File: config.mk
export PLATFORM = sky130hd
export DESIGN_NAME = dkc_controller
export DESIGN_NICKNAME = d
export VERILOG_FILES = /design/src/logic/dkc_controller.v /design/src/logic/dkc_refresh_timer.v
export VERILOG_INCLUDE_DIRS = /design/src /design/src/logic
export SDC_FILE = /design/constraint.sdc
export NUM_CORES = 1
export LEC_CHECK = 0
export BUFFER_PORTS_ARGS = -buffer_cell sky130_fd_sc_hd__buf_2
export CAP_MARGIN = 20
export CORE_ASPECT_RATIO = 2
export CORE_MARGIN = 3
export CORE_UTILIZATION = 48
export DETAILED_ROUTE_END_ITERATION = 6
export GPL_ROUTABILITY_DRIVEN = 0
export PLACE_DENSITY = 0.68
export SYNTH_ARGS = -nofsm -noshare
export SYNTH_HDL_FRONTEND = slang
export SYNTH_SLANG_ARGS = --single-unit
File: constraint.sdc
create_clock -name sys_clk -period 3.2 [get_ports sys_clk]
set_input_delay 0.32 -clock sys_clk [delete_from_list [all_inputs] [get_ports sys_clk]]
set_output_delay 0.32 -clock sys_clk [all_outputs]
set_load 0.01 [all_outputs]
File: src/logic/dkc_regs.vh
// timing and field constants for the 4k x 1 dynamic memory controller
`ifndef DKC_REGS_VH
`define DKC_REGS_VH
// -------------------------------------------------------------------------
// clock
// -------------------------------------------------------------------------
`define DKC_CLK_PERIOD_NS     4
// -------------------------------------------------------------------------
// address fields
// -------------------------------------------------------------------------
`define DKC_ADDR_W            12
`define DKC_ROW_W             6
`define DKC_ROW_COUNT         64
// -------------------------------------------------------------------------
// pin timing, in ns as printed; refresh period in ms
// -------------------------------------------------------------------------
`define DKC_STROBE_LOW_NS     130
`define DKC_WRITE_HIGH_NS     230
`define DKC_RMW_HIGH_NS       350
`define DKC_READ_HIGH_NS      230
`define DKC_HIGH_MAX_NS       4000
`define DKC_STROBE_ACCESS_NS  180
`define DKC_ADDR_ACCESS_NS    200
`define DKC_ADDR_HOLD_NS      100
`define DKC_WRITE_SETUP_NS    150
`define DKC_REFRESH_MS        2
// -------------------------------------------------------------------------
// cycle counts; minimums round up, maximums round down
// -------------------------------------------------------------------------
`define DKC_CYC_UP(ns)   (((ns) + `DKC_CLK_PERIOD_NS - 1) / `DKC_CLK_PERIOD_NS)
`define DKC_CYC_DN(ns)   ((ns) / `DKC_CLK_PERIOD_NS)
`define DKC_LOW_CYC       `DKC_CYC_UP(`DKC_STROBE_LOW_NS)
`define DKC_WR_HIGH_CYC   `DKC_CYC_UP(`DKC_WRITE_HIGH_NS)
`define DKC_RMW_HIGH_CYC  `DKC_CYC_UP(`DKC_RMW_HIGH_NS)
`define DKC_RD_HIGH_CYC   `DKC_CYC_UP(`DKC_READ_HIGH_NS)
`define DKC_MAX_HIGH_CYC  `DKC_CYC_DN(`DKC_HIGH_MAX_NS)
`define DKC_SAMPLE_CYC    (`DKC_CYC_UP(`DKC_STROBE_ACCESS_NS) + 1)
`define DKC_WR_SETUP_CYC  `DKC_CYC_UP(`DKC_WRITE_SETUP_NS)
`define DKC_HOLD_CYC      `DKC_CYC_UP(`DKC_ADDR_HOLD_NS)
// refresh interval in cycles, and per-row spacing
`define DKC_REF_CYC       (`DKC_REFRESH_MS * 1000000 / `DKC_CLK_PERIOD_NS)
`define DKC_ROW_SPACE     (`DKC_REF_CYC / `DKC_ROW_COUNT)
// urgent refresh comes this many cycles early, so a user cycle in flight still fits
`define DKC_URGENT_MARGIN 16'h0100
`define DKC_CNT_W         16
`endif

File: src/logic/dkc_controller.v
// controller that drives a 4096 x 1 dynamic memory through its pins
// What this block does
// RULE1: twelve address lines pick one bit
// RULE2: deselected device neither reads nor writes
// RULE3: refresh every row within 2 ms
// RULE4: refresh by reading all 64 low rows
// RULE5: output floats when deselected or strobe low
// RULE6: strobe low at least 130 ns between cycles
// RULE7: write strobe high 230 to 4000 ns
// RULE8: modify-write strobe high 350 to 4000 ns
// RULE9: read data valid 180 ns after strobe
// RULE10: read data valid 200 ns after address; the code samples 184 ns after address, timed from strobe only
// RULE11: row counter, refresh gets priority when late
`timescale 1ns/1ps
`include "dkc_regs.vh"
module dkc_controller (
  // clock and reset
  input  wire        sys_clk,
  input  wire        rst_n,
  // user request port
  input  wire        req_valid,
  output wire        req_ready,
  input  wire [1:0]  req_op,
  input  wire [11:0] req_addr,
  input  wire        req_wdata,
  input  wire        req_invert,
  // user answer port
  output reg         rsp_valid,
  output reg         rsp_rdata,
  // memory pins
  output reg  [11:0] word_address_lines,
  output reg         cycle_strobe,
  output reg         select_n,
  output reg         read_write_n,
  output reg         mem_din,
  input  wire        mem_dout
);
  // -----------------------------------------------------------------------
  // operation codes and states
  // -----------------------------------------------------------------------
  localparam [1:0] OP_READ  = 2'd0;  // plain read
  localparam [1:0] OP_WRITE = 2'd1;  // plain write
  localparam [1:0] OP_RMW   = 2'd2;  // read, optionally invert, write back
  localparam [2:0] ST_LOW   = 3'd0;  // strobe low recovery
  localparam [2:0] ST_IDLE  = 3'd1;  // waiting for work
  localparam [2:0] ST_HIGH  = 3'd2;  // strobe high, cycle running
  localparam [2:0] ST_HOLD  = 3'd3;  // strobe low, address held
  // counts come out of the macros as integers; cut them to the counter width here
  localparam integer LOW_I     = `DKC_LOW_CYC;
  localparam integer HOLD_I    = `DKC_HOLD_CYC;
  localparam integer SAMP_I    = `DKC_SAMPLE_CYC;
  localparam integer WSET_I    = `DKC_WR_SETUP_CYC;
  localparam integer MAX_I     = `DKC_MAX_HIGH_CYC;
  localparam integer WRH_I     = `DKC_WR_HIGH_CYC;
  localparam integer RMWH_I    = `DKC_RMW_HIGH_CYC;
  localparam integer RDH_I     = `DKC_RD_HIGH_CYC;
  localparam integer SPACE_I   = `DKC_ROW_SPACE;
  localparam [15:0]  LOW_CYC   = LOW_I[15:0];
  localparam [15:0]  HOLD_CYC  = HOLD_I[15:0];
  localparam [15:0]  SAMP_CYC  = SAMP_I[15:0];
  localparam [15:0]  WSET_CYC  = WSET_I[15:0];
  localparam [15:0]  MAX_CYC   = MAX_I[15:0];
  localparam [15:0]  WRH_CYC   = WRH_I[15:0];
  localparam [15:0]  RMWH_CYC  = RMWH_I[15:0];
  localparam [15:0]  RDH_CYC   = RDH_I[15:0];
  localparam [15:0]  SPACE_CYC = SPACE_I[15:0];

  // high time needed for each kind of cycle
  function [15:0] high_cycles;
    input [1:0] op;
    begin
      case (op)
        OP_WRITE: high_cycles = WRH_CYC;   // RULE7
        OP_RMW:   high_cycles = RMWH_CYC;  // RULE8
        default:  high_cycles = RDH_CYC;
      endcase
    end
  endfunction

  // -----------------------------------------------------------------------
  // state
  // -----------------------------------------------------------------------
  reg [2:0]  state_reg;     // sequencer state
  reg [15:0] cnt_reg;       // cycles in current state; in ST_LOW, cycles since strobe fell
  reg [1:0]  op_reg;        // operation in flight
  reg        is_ref_reg;    // cycle is a refresh read
  reg        inv_reg;       // invert on read-modify-write
  reg        dout_s1_reg;   // synchroniser first stage
  reg        dout_s2_reg;   // synchroniser second stage
  reg        rdata_reg;     // sampled read bit
  wire       refresh_due;
  wire       refresh_urgent;
  wire [5:0] refresh_row;
  wire       refresh_done;
  wire       start_ref;
  wire       start_user;
  wire [15:0] need_high;

  // refresh wins when late; otherwise when idle with no user work
  assign start_ref  = (state_reg == ST_IDLE) & refresh_due &
                      (refresh_urgent | ~req_valid);           // RULE11
  assign start_user = (state_reg == ST_IDLE) & req_valid & ~start_ref;
  assign req_ready  = start_user;
  assign need_high  = high_cycles(op_reg);
  assign refresh_done = (state_reg == ST_HIGH) & is_ref_reg &
                        (cnt_reg == need_high - 16'h0001);

  // -----------------------------------------------------------------------
  // refresh timer
  // -----------------------------------------------------------------------
  dkc_refresh_timer #(
    .ROW_SPACE (SPACE_CYC)
  ) u_timer (
    .sys_clk        (sys_clk),
    .rst_n          (rst_n),
    .refresh_done   (refresh_done),
    .refresh_due    (refresh_due),
    .refresh_urgent (refresh_urgent),
    .refresh_row    (refresh_row)
  );  // RULE3

  // -----------------------------------------------------------------------
  // read data synchroniser
  // -----------------------------------------------------------------------
  always @(posedge sys_clk or negedge rst_n) begin
    if (!rst_n) begin
      dout_s1_reg <= 1'b0;
      dout_s2_reg <= 1'b0;
    end else begin
      dout_s1_reg <= mem_dout;
      dout_s2_reg <= dout_s1_reg;
    end
  end

  // -----------------------------------------------------------------------
  // cycle sequencer
  // -----------------------------------------------------------------------
  always @(posedge sys_clk or negedge rst_n) begin
    if (!rst_n) begin
      state_reg          <= ST_LOW;
      cnt_reg            <= 16'h0000;
      op_reg             <= OP_READ;
      is_ref_reg         <= 1'b0;
      inv_reg            <= 1'b0;
      rdata_reg          <= 1'b0;
      rsp_valid          <= 1'b0;
      rsp_rdata          <= 1'b0;
      word_address_lines <= 12'h000;
      cycle_strobe       <= 1'b0;
      select_n           <= 1'b1;
      read_write_n       <= 1'b1;
      mem_din            <= 1'b0;
    end else begin
      rsp_valid <= 1'b0;
      case (state_reg)
        // strobe low for the minimum recovery
        ST_LOW: begin
          cnt_reg <= cnt_reg + 16'h0001;
          if (cnt_reg >= LOW_CYC - 16'h0001) begin  // RULE6
            state_reg <= ST_IDLE;
            cnt_reg   <= 16'h0000;
          end
        end
        // launch refresh or user cycle with strobe rising
        ST_IDLE: begin
          if (start_ref) begin
            word_address_lines <= {6'h00, refresh_row};  // RULE4
            select_n           <= 1'b0;
            read_write_n       <= 1'b1;
            op_reg             <= OP_READ;
            is_ref_reg         <= 1'b1;
            cycle_strobe       <= 1'b1;
            state_reg          <= ST_HIGH;
          end else if (start_user) begin
            word_address_lines <= req_addr;  // RULE1
            select_n           <= 1'b0;
            read_write_n       <= 1'b1;
            mem_din            <= req_wdata;
            op_reg             <= req_op;
            inv_reg            <= req_invert;
            is_ref_reg         <= 1'b0;
            cycle_strobe       <= 1'b1;
            state_reg          <= ST_HIGH;
          end
        end
        // strobe high; sample, then drop write line before strobe falls
        ST_HIGH: begin
          cnt_reg <= cnt_reg + 16'h0001;
          if (cnt_reg == SAMP_CYC + 16'h0001) begin
            rdata_reg <= dout_s2_reg;  // RULE9; RULE10 needs 200 ns from address, sample is 184 ns after it
            if (op_reg == OP_RMW) begin
              mem_din <= dout_s2_reg ^ inv_reg;
            end
          end
          // only write and read-modify-write drop the write line; code 3 is a read
          if (((op_reg == OP_WRITE) || (op_reg == OP_RMW)) &&
              (cnt_reg == need_high - WSET_CYC - 16'h0001)) begin
            read_write_n <= 1'b0;
          end
          if ((cnt_reg >= need_high - 16'h0001) || (cnt_reg >= MAX_CYC - 16'h0001)) begin
            cycle_strobe <= 1'b0;  // RULE7 RULE8
            read_write_n <= 1'b1;
            cnt_reg      <= 16'h0000;
            state_reg    <= ST_HOLD;
            if (!is_ref_reg && (op_reg != OP_WRITE)) begin
              rsp_valid <= 1'b1;
              rsp_rdata <= rdata_reg;
            end
          end
        end
        // keep address and select through the hold time
        ST_HOLD: begin
          cnt_reg <= cnt_reg + 16'h0001;
          if (cnt_reg >= HOLD_CYC - 16'h0001) begin
            select_n  <= 1'b1;  // RULE2 RULE5
            state_reg <= ST_LOW;
            cnt_reg   <= HOLD_CYC;
          end
        end
        default: begin
          state_reg <= ST_LOW;
          cnt_reg   <= 16'h0000;
        end
      endcase
    end
  end
endmodule

File: src/logic/dkc_refresh_timer.v
// refresh spacing timer and row counter
`timescale 1ns/1ps
`include "dkc_regs.vh"
module dkc_refresh_timer #(
  parameter [15:0] ROW_SPACE = 16'd7812
) (
  // clock and reset
  input  wire       sys_clk,
  input  wire       rst_n,
  // handshake with sequencer
  input  wire       refresh_done,
  output wire       refresh_due,
  output wire       refresh_urgent,
  // current refresh row
  output reg  [5:0] refresh_row
);
  // -----------------------------------------------------------------------
  // spacing counter
  // -----------------------------------------------------------------------
  reg [15:0] space_reg;  // cycles since last refresh read
  reg        owed_reg;   // spacing counter saturated at 16'hffff, refresh is late

  // force early, so waiting out a running cycle never stretches a row past the spacing
  localparam [15:0] URGENT_AT = ROW_SPACE - `DKC_URGENT_MARGIN;

  // refresh wanted at half spacing, forced a margin before full spacing
  assign refresh_due    = (space_reg >= (ROW_SPACE >> 1)) | owed_reg;
  assign refresh_urgent = (space_reg >= URGENT_AT) | owed_reg;  // RULE3

  // count spacing, advance row after each refresh read
  always @(posedge sys_clk or negedge rst_n) begin
    if (!rst_n) begin
      space_reg   <= 16'h0000;
      owed_reg    <= 1'b0;
      refresh_row <= 6'h00;
    end else if (refresh_done) begin
      space_reg   <= 16'h0000;
      owed_reg    <= 1'b0;
      refresh_row <= refresh_row + 6'h01;  // RULE4 RULE11
    end else if (space_reg == 16'hffff) begin
      owed_reg    <= 1'b1;
    end else begin
      space_reg   <= space_reg + 16'h0001;
    end
  end
endmodule

== Word level (Yosys, flattened, before mapping) ==
Cells that the tools add are included.
Operators by class
  $add $sub $neg: 6
  multiply operators: 0
  divide/modulo/power cells: 0
  order comparisons: 6
  eq/ne operators: 20
  shift-type cells: 0
  multiplexer cells: 39
  bitwise gates (word level): 12
  reduce and logical (&&, ||, !) cells: 19
Operators with widths (count)
  $mux W16: 5
  $pmux W16 S4: 1
  $add A16 B1 Y16 const B: 2
  $eq A16 B16 Y1: 2
  $mux W12: 2
  $mux W1: 18
  $eq A16 B16 Y1 const B: 1
  $eq A16 B6 Y1 const B: 1
  $ge A16 B10 Y1 const B: 1
  $ge A16 B12 Y1 const B: 1
  $ge A16 B13 Y1 const B: 1
  $ge A16 B16 Y1: 1
  $ge A16 B5 Y1 const B: 1
  $ge A16 B6 Y1 const B: 1
  $mux W3: 5
  $reduce_and A3 Y1: 5
  $pmux W3 S4: 1
  $ne A2 B2 Y1 const B: 5
  $sub A8 B2 Y9 const B: 1
  $ne A2 B1 Y1 const B: 4
  $pmux W1 S2: 4
  $reduce_bool A2 Y1: 4
  $sub A7 B1 Y8 const B: 1
  $sub A7 B6 Y8 const B: 1
  other kinds (20): 33
Word-level totals
  register bits after elaboration: 67
  bits in latches: 0
  memory bits (writable): 0
  ROM bits: 0
  bits of input ports: 20
  output and inout bits: 19
  word-level logic and storage cells: 120
  memories kept: 0

== Logic depth before layout (Yosys ltp) ==
  depth in word-level cells: 9
  gate-level depth with buffers: 10
  gate-level depth less buffers: 9

== Modules after synthesis ==
Synthesis repeated with hierarchy kept, for this count alone.
Second synthesis, totals
  cells, all modules: 345
  area total of the unflattened synthesis: 3417.0 µm²
By module, submodules not included
  dkc_controller: instances 1, cells each 226, area each 2217.1 µm², sequential area each 1078.5 µm²
  dkc_refresh_timer: instances 1, cells each 119, area each 1199.9 µm², sequential area each 575.6 µm²

== Worst setup path after synthesis ==
Ideal clock, no wire load.
  path type: reg2reg
  start point: register op_reg[0]
  end point: register state_reg[1]
  setup time: 0.125 ns
  data arrival time: 2.210 ns
  data required time: 3.075 ns
  slack: 0.865 ns
  cell stages (with the launch flop): 10
  path buffers: 0
  clock period less this slack: 2.335 ns
  path through: dfrtp_1 inv_1 ha_1 inv_1 ha_1 and4_1 a211oi_1 o21ai_0 and3b_4 mux2_4
On the way
  longest elaborated chain between the ends: 7
RTL lines
  start, declared: RTL line dkc_controller.v:85  | reg [1:0] op_reg;
  start signal, assigned: RTL line dkc_controller.v:179  | op_reg <= req_op;
  $eq A2 B2 Y1: RTL line dkc_controller.v:72  | case (op)
  $mux W7: RTL line dkc_controller.v:72
  $sub A7 B1 Y8: RTL line dkc_controller.v:200  | if ((cnt_reg >= need_high - 16'h0001) || (cnt_reg >= MAX_CYC - 16'h0001)) begin
  $ge A16 B16 Y1: RTL line dkc_controller.v:200
  $logic_or A1 B1 Y1: RTL line dkc_controller.v:200
  $ne A2 B1 Y1 (no line)
  $reduce_and A4 Y1 (no line)
  end signal, assigned: RTL line dkc_controller.v:204  | state_reg <= ST_HOLD;
  end signal, assigned: RTL line dkc_controller.v:216  | state_reg <= ST_LOW;
  end signal, assigned: RTL line dkc_controller.v:221  | state_reg <= ST_LOW;
  end, declared: RTL line dkc_controller.v:83  | reg [2:0] state_reg;
No other way between the ends.
A chain may end at the register's enable or synchronous reset.

== Final worst setup path ==
  start point: register state_reg[1]
  end point: output req_ready
On the way
  longest elaborated chain between the ends: 5
  elaborated cells on any way between the ends: 6
  those cells by class: eq/ne: 1; bitwise: 5
RTL lines
  start signal, assigned: RTL line dkc_controller.v:140  | state_reg <= ST_LOW;
  start signal, assigned: RTL line dkc_controller.v:160  | state_reg <= ST_IDLE;
  start signal, assigned: RTL line dkc_controller.v:173  | state_reg <= ST_HIGH;
  $eq A3 B1 Y1 (*): RTL line dkc_controller.v:100, dkc_controller.v:102
  $and A1 B1 Y1 (2 in a row): RTL line dkc_controller.v:100  | assign start_ref = (state_reg == ST_IDLE) & refresh_due &
  $not A1 Y1 (no line)
  $and A1 B1 Y1 (*): RTL line dkc_controller.v:102  | assign start_user = (state_reg == ST_IDLE) & req_valid & ~start_ref;
  end, declared: RTL line dkc_controller.v:22  | output wire req_ready,
Mark *: on every way between the ends. The rest lies on a longest branch, timed or not.

==> impl_metrics.yaml <==
setup_path:
  critical_path.cell_chain: "inv_1, ha_1, nand2_1, nor3b_1, buf_4, buf_2"
  r2r_start: "op_reg[0]"
  end_kind: "primary output"
  crit_slowest_cell: "dfrtp_1"
  worstPathArrival_ns: 2.38
  required_ns: 2.88
  critPathLaunch: "state_reg[1]"
  critPathMaxFanout: 11
  crit_type: "reg2out"
  max_stage_delay_ns: 0.42
  crit_path_end: "req_ready"
  critPathLaunchType: "flop"
  reg2reg_depth: 9
  r2r-end: "state_reg[1]"
  reg2reg_setup_slack_ns: 0.51
clock_network:
  numCtsBuffers: 9
  worstSkewPairLatency_ns: 0.33
  path_clk_slew_ns: 0.06
  clock_sinks: 66
  root_buffer: "clkbuf_16"
  cts_max_path_buffers: 2
  cts_resized: 0
  cts_tree: "done"
  htreeDepth: 3
power_and_ir_drop:
  total_power_uw: 2892
  irDropWorstVdd_v: 0.0002885
  p_leak_uw: 0.001915
  power_density_mw_per_mm2: 710.6
synthesis:
  yosys_warnings: 0
  synth_commonest_cells: "dfrtp_1, nor2_1, nand2_1"
  async_flop_share_pct: 100.0
  synth_area_leaders: "dfrtp_1, ha_1, xnor2_1"
  synth_top_area_share_pct: 46.46
  synth-edff-count: 0
  ys_seq_area_share_pct: 47.99
  synth.most_common_cell: "dfrtp_1"
  synth-main-ff-cell: "dfrtp_1"
  synth.ff_latch_count: 66
  synth_cell_types: 62
  syn_area_mm2: 0.003447
  synth_top_area_cell: "dfrtp_1"
  syn_avg_cell_area_um2: 10.61
  synth_fp_nets: 362
  synthCells: 325
floorplan:
  rows: 43
  core-area_mm2: 0.006940
  initial_core_util_pct: 49.67
  die_x_um: 65.92
  die_h_um: 125.8
  dieArea_mm2: 0.008296
  ios: 39
timing:
  fmax_ghz: 0.3706
  worst_clock_skew_ns: 0.008661
  setup_tns_ns: 0
  fin_crit_sh_pct: 84.33
  maxSlewViolCount: 0
  hold_viol_final: 0
  period_needed_ns: 2.699
  slew_headroom_pct: 38.11
  rsz0062_at_grt: "no"
  worst_pin_slew_ns: 0.9214
  finalSetupViolCount: 0
layout:
  areaGrowthSynthToFinish_pct: 18.08
  instances_no_fill: 468
  drive_above_1_share_pct: 21.43
  num_antenna_cells: 0
  final_nets: 410
drt:
  first_pass_iters: 4
  vias: 2686
  routed_wl_um: 8329
  wl_per_cell_um: 17.80
  ant_nets: 0
  drc_errors: 0
  viasPerCell: 5.739
  drt-initial-drc-count: 153
placed_design:
  placed_cells: 451
  io_buffers: 38
  dp.final_hpwl_um: 6217
worst_hold_path:
  hp-class: "in2reg"
global_route:
  grt_usage_pct: 22.66
  antenna_found_initial: 0
  grt_overflow: 0
  grt_max_degree: 29
  grt_pass1_vias: 2915
  grt_pass1_wl_um: 14320
flow_run:
  maxCapViolations: 0
status:
  status: "complete, no violations"
==> critical path, delay by kind of cell, from the launching register on <==
family,cells,cell delay (ns)
fa+ha+maj,1,0.40
simple gates,2,0.72
buf+inv,3,0.51
flops,1,0.42
==> timing repair <==
action	CTS	global route
endpoints found under the hold margin	18	0
hold buffers	1	0
setup buffers	0	0
==> cell families (layout without fill, tap and decap cells) <==
group                      after synthesis  in the layout  synth area share [%]
AOI/OAI and AO/OA                       66             66                 14.81
xor gates and xnor gates                20             20                 5.082
adders and majority gates               17             17                 6.170
buffers and inverters                   24             77                 2.722
DFF                                     66             66                 47.99
muxes                                   10             10                 3.230
and+or+nand+nor                        122            122                 20.00
==> routing by layer <==
layer | GRT usage (%) | routed length [um]
met4 | 11.12 | 301
met2 | 39.76 | 4622
met5 | 0 | 0
met3 | 5.977 | 329
met1 | 24.25 | 3075
==> how the worst min path moves through the flow <==
| stage | startpoint | endpoint | slack, ns | cells past startpoint |
|---|---|---|---|---|
| floorplan | rst_n | cnt_reg[0] | 0.02 | 0 |
| global placement | rst_n | word_address_lines[3] | 0.30 | 1 |
| detailed placement | rst_n | word_address_lines[5] | 0.29 | 1 |
| CTS | mem_dout | dout_s1_reg | 0.09 | 1 |
| global route | mem_dout | dout_s1_reg | 0.09 | 1 |
| finish | mem_dout | dout_s1_reg | 0.1 | 1 |
==> metrics by stage <==
stage / util, % / area [um2] / worst slack [ns] / hold slack (ns)
floorplan: - / 3447 / 0.8647 / 0.02441
CTS: 58.64 / 4070 / 0.4785 / 0.08565
finish: 58.64 / 4070 / 0.5014 / 0.09817
detailed placement: 54.41 / 3776 / 0.5491 / 0.2932
global placement: 54.41 / 3776 / 0.7389 / 0.2950
global route: 58.64 / 4070 / 0.2451 / 0.09209
==> power breakdown <==
group	internal, uW	switching (uW)
clock	585	340
sequential	971	96.9
combinational	395	504
total	1950	941
==> cell usage in the layout (no fill, tap or decap), types with 4 or more instances in the layout <==
cell       count
buf_4         10
ha_1          17
nor3_1         8
a22o_1        10
and2_1         8
o21ai_0        7
a21oi_1       14
nand2_1       25
and3_1         6
nor2_1        31
clkbuf_16      9
nand4_1        5
o41ai_1        4
inv_1         12
a211oi_1       6
mux2i_1        4
dfrtp_1       64
xnor2_1       19
buf_2         38
nand3_1        8
==> area by class of cell <==
class	count	area [um2]
timing repair buffer	49	275.3
fill	587	2870
tap	90	112.6
inverter	12	45.04
sequential	66	1654
clock buffer	14	274.0
multi-input combinational	235	1699
clock inverter	2	10.01
(Power assumes the default switching activity.)
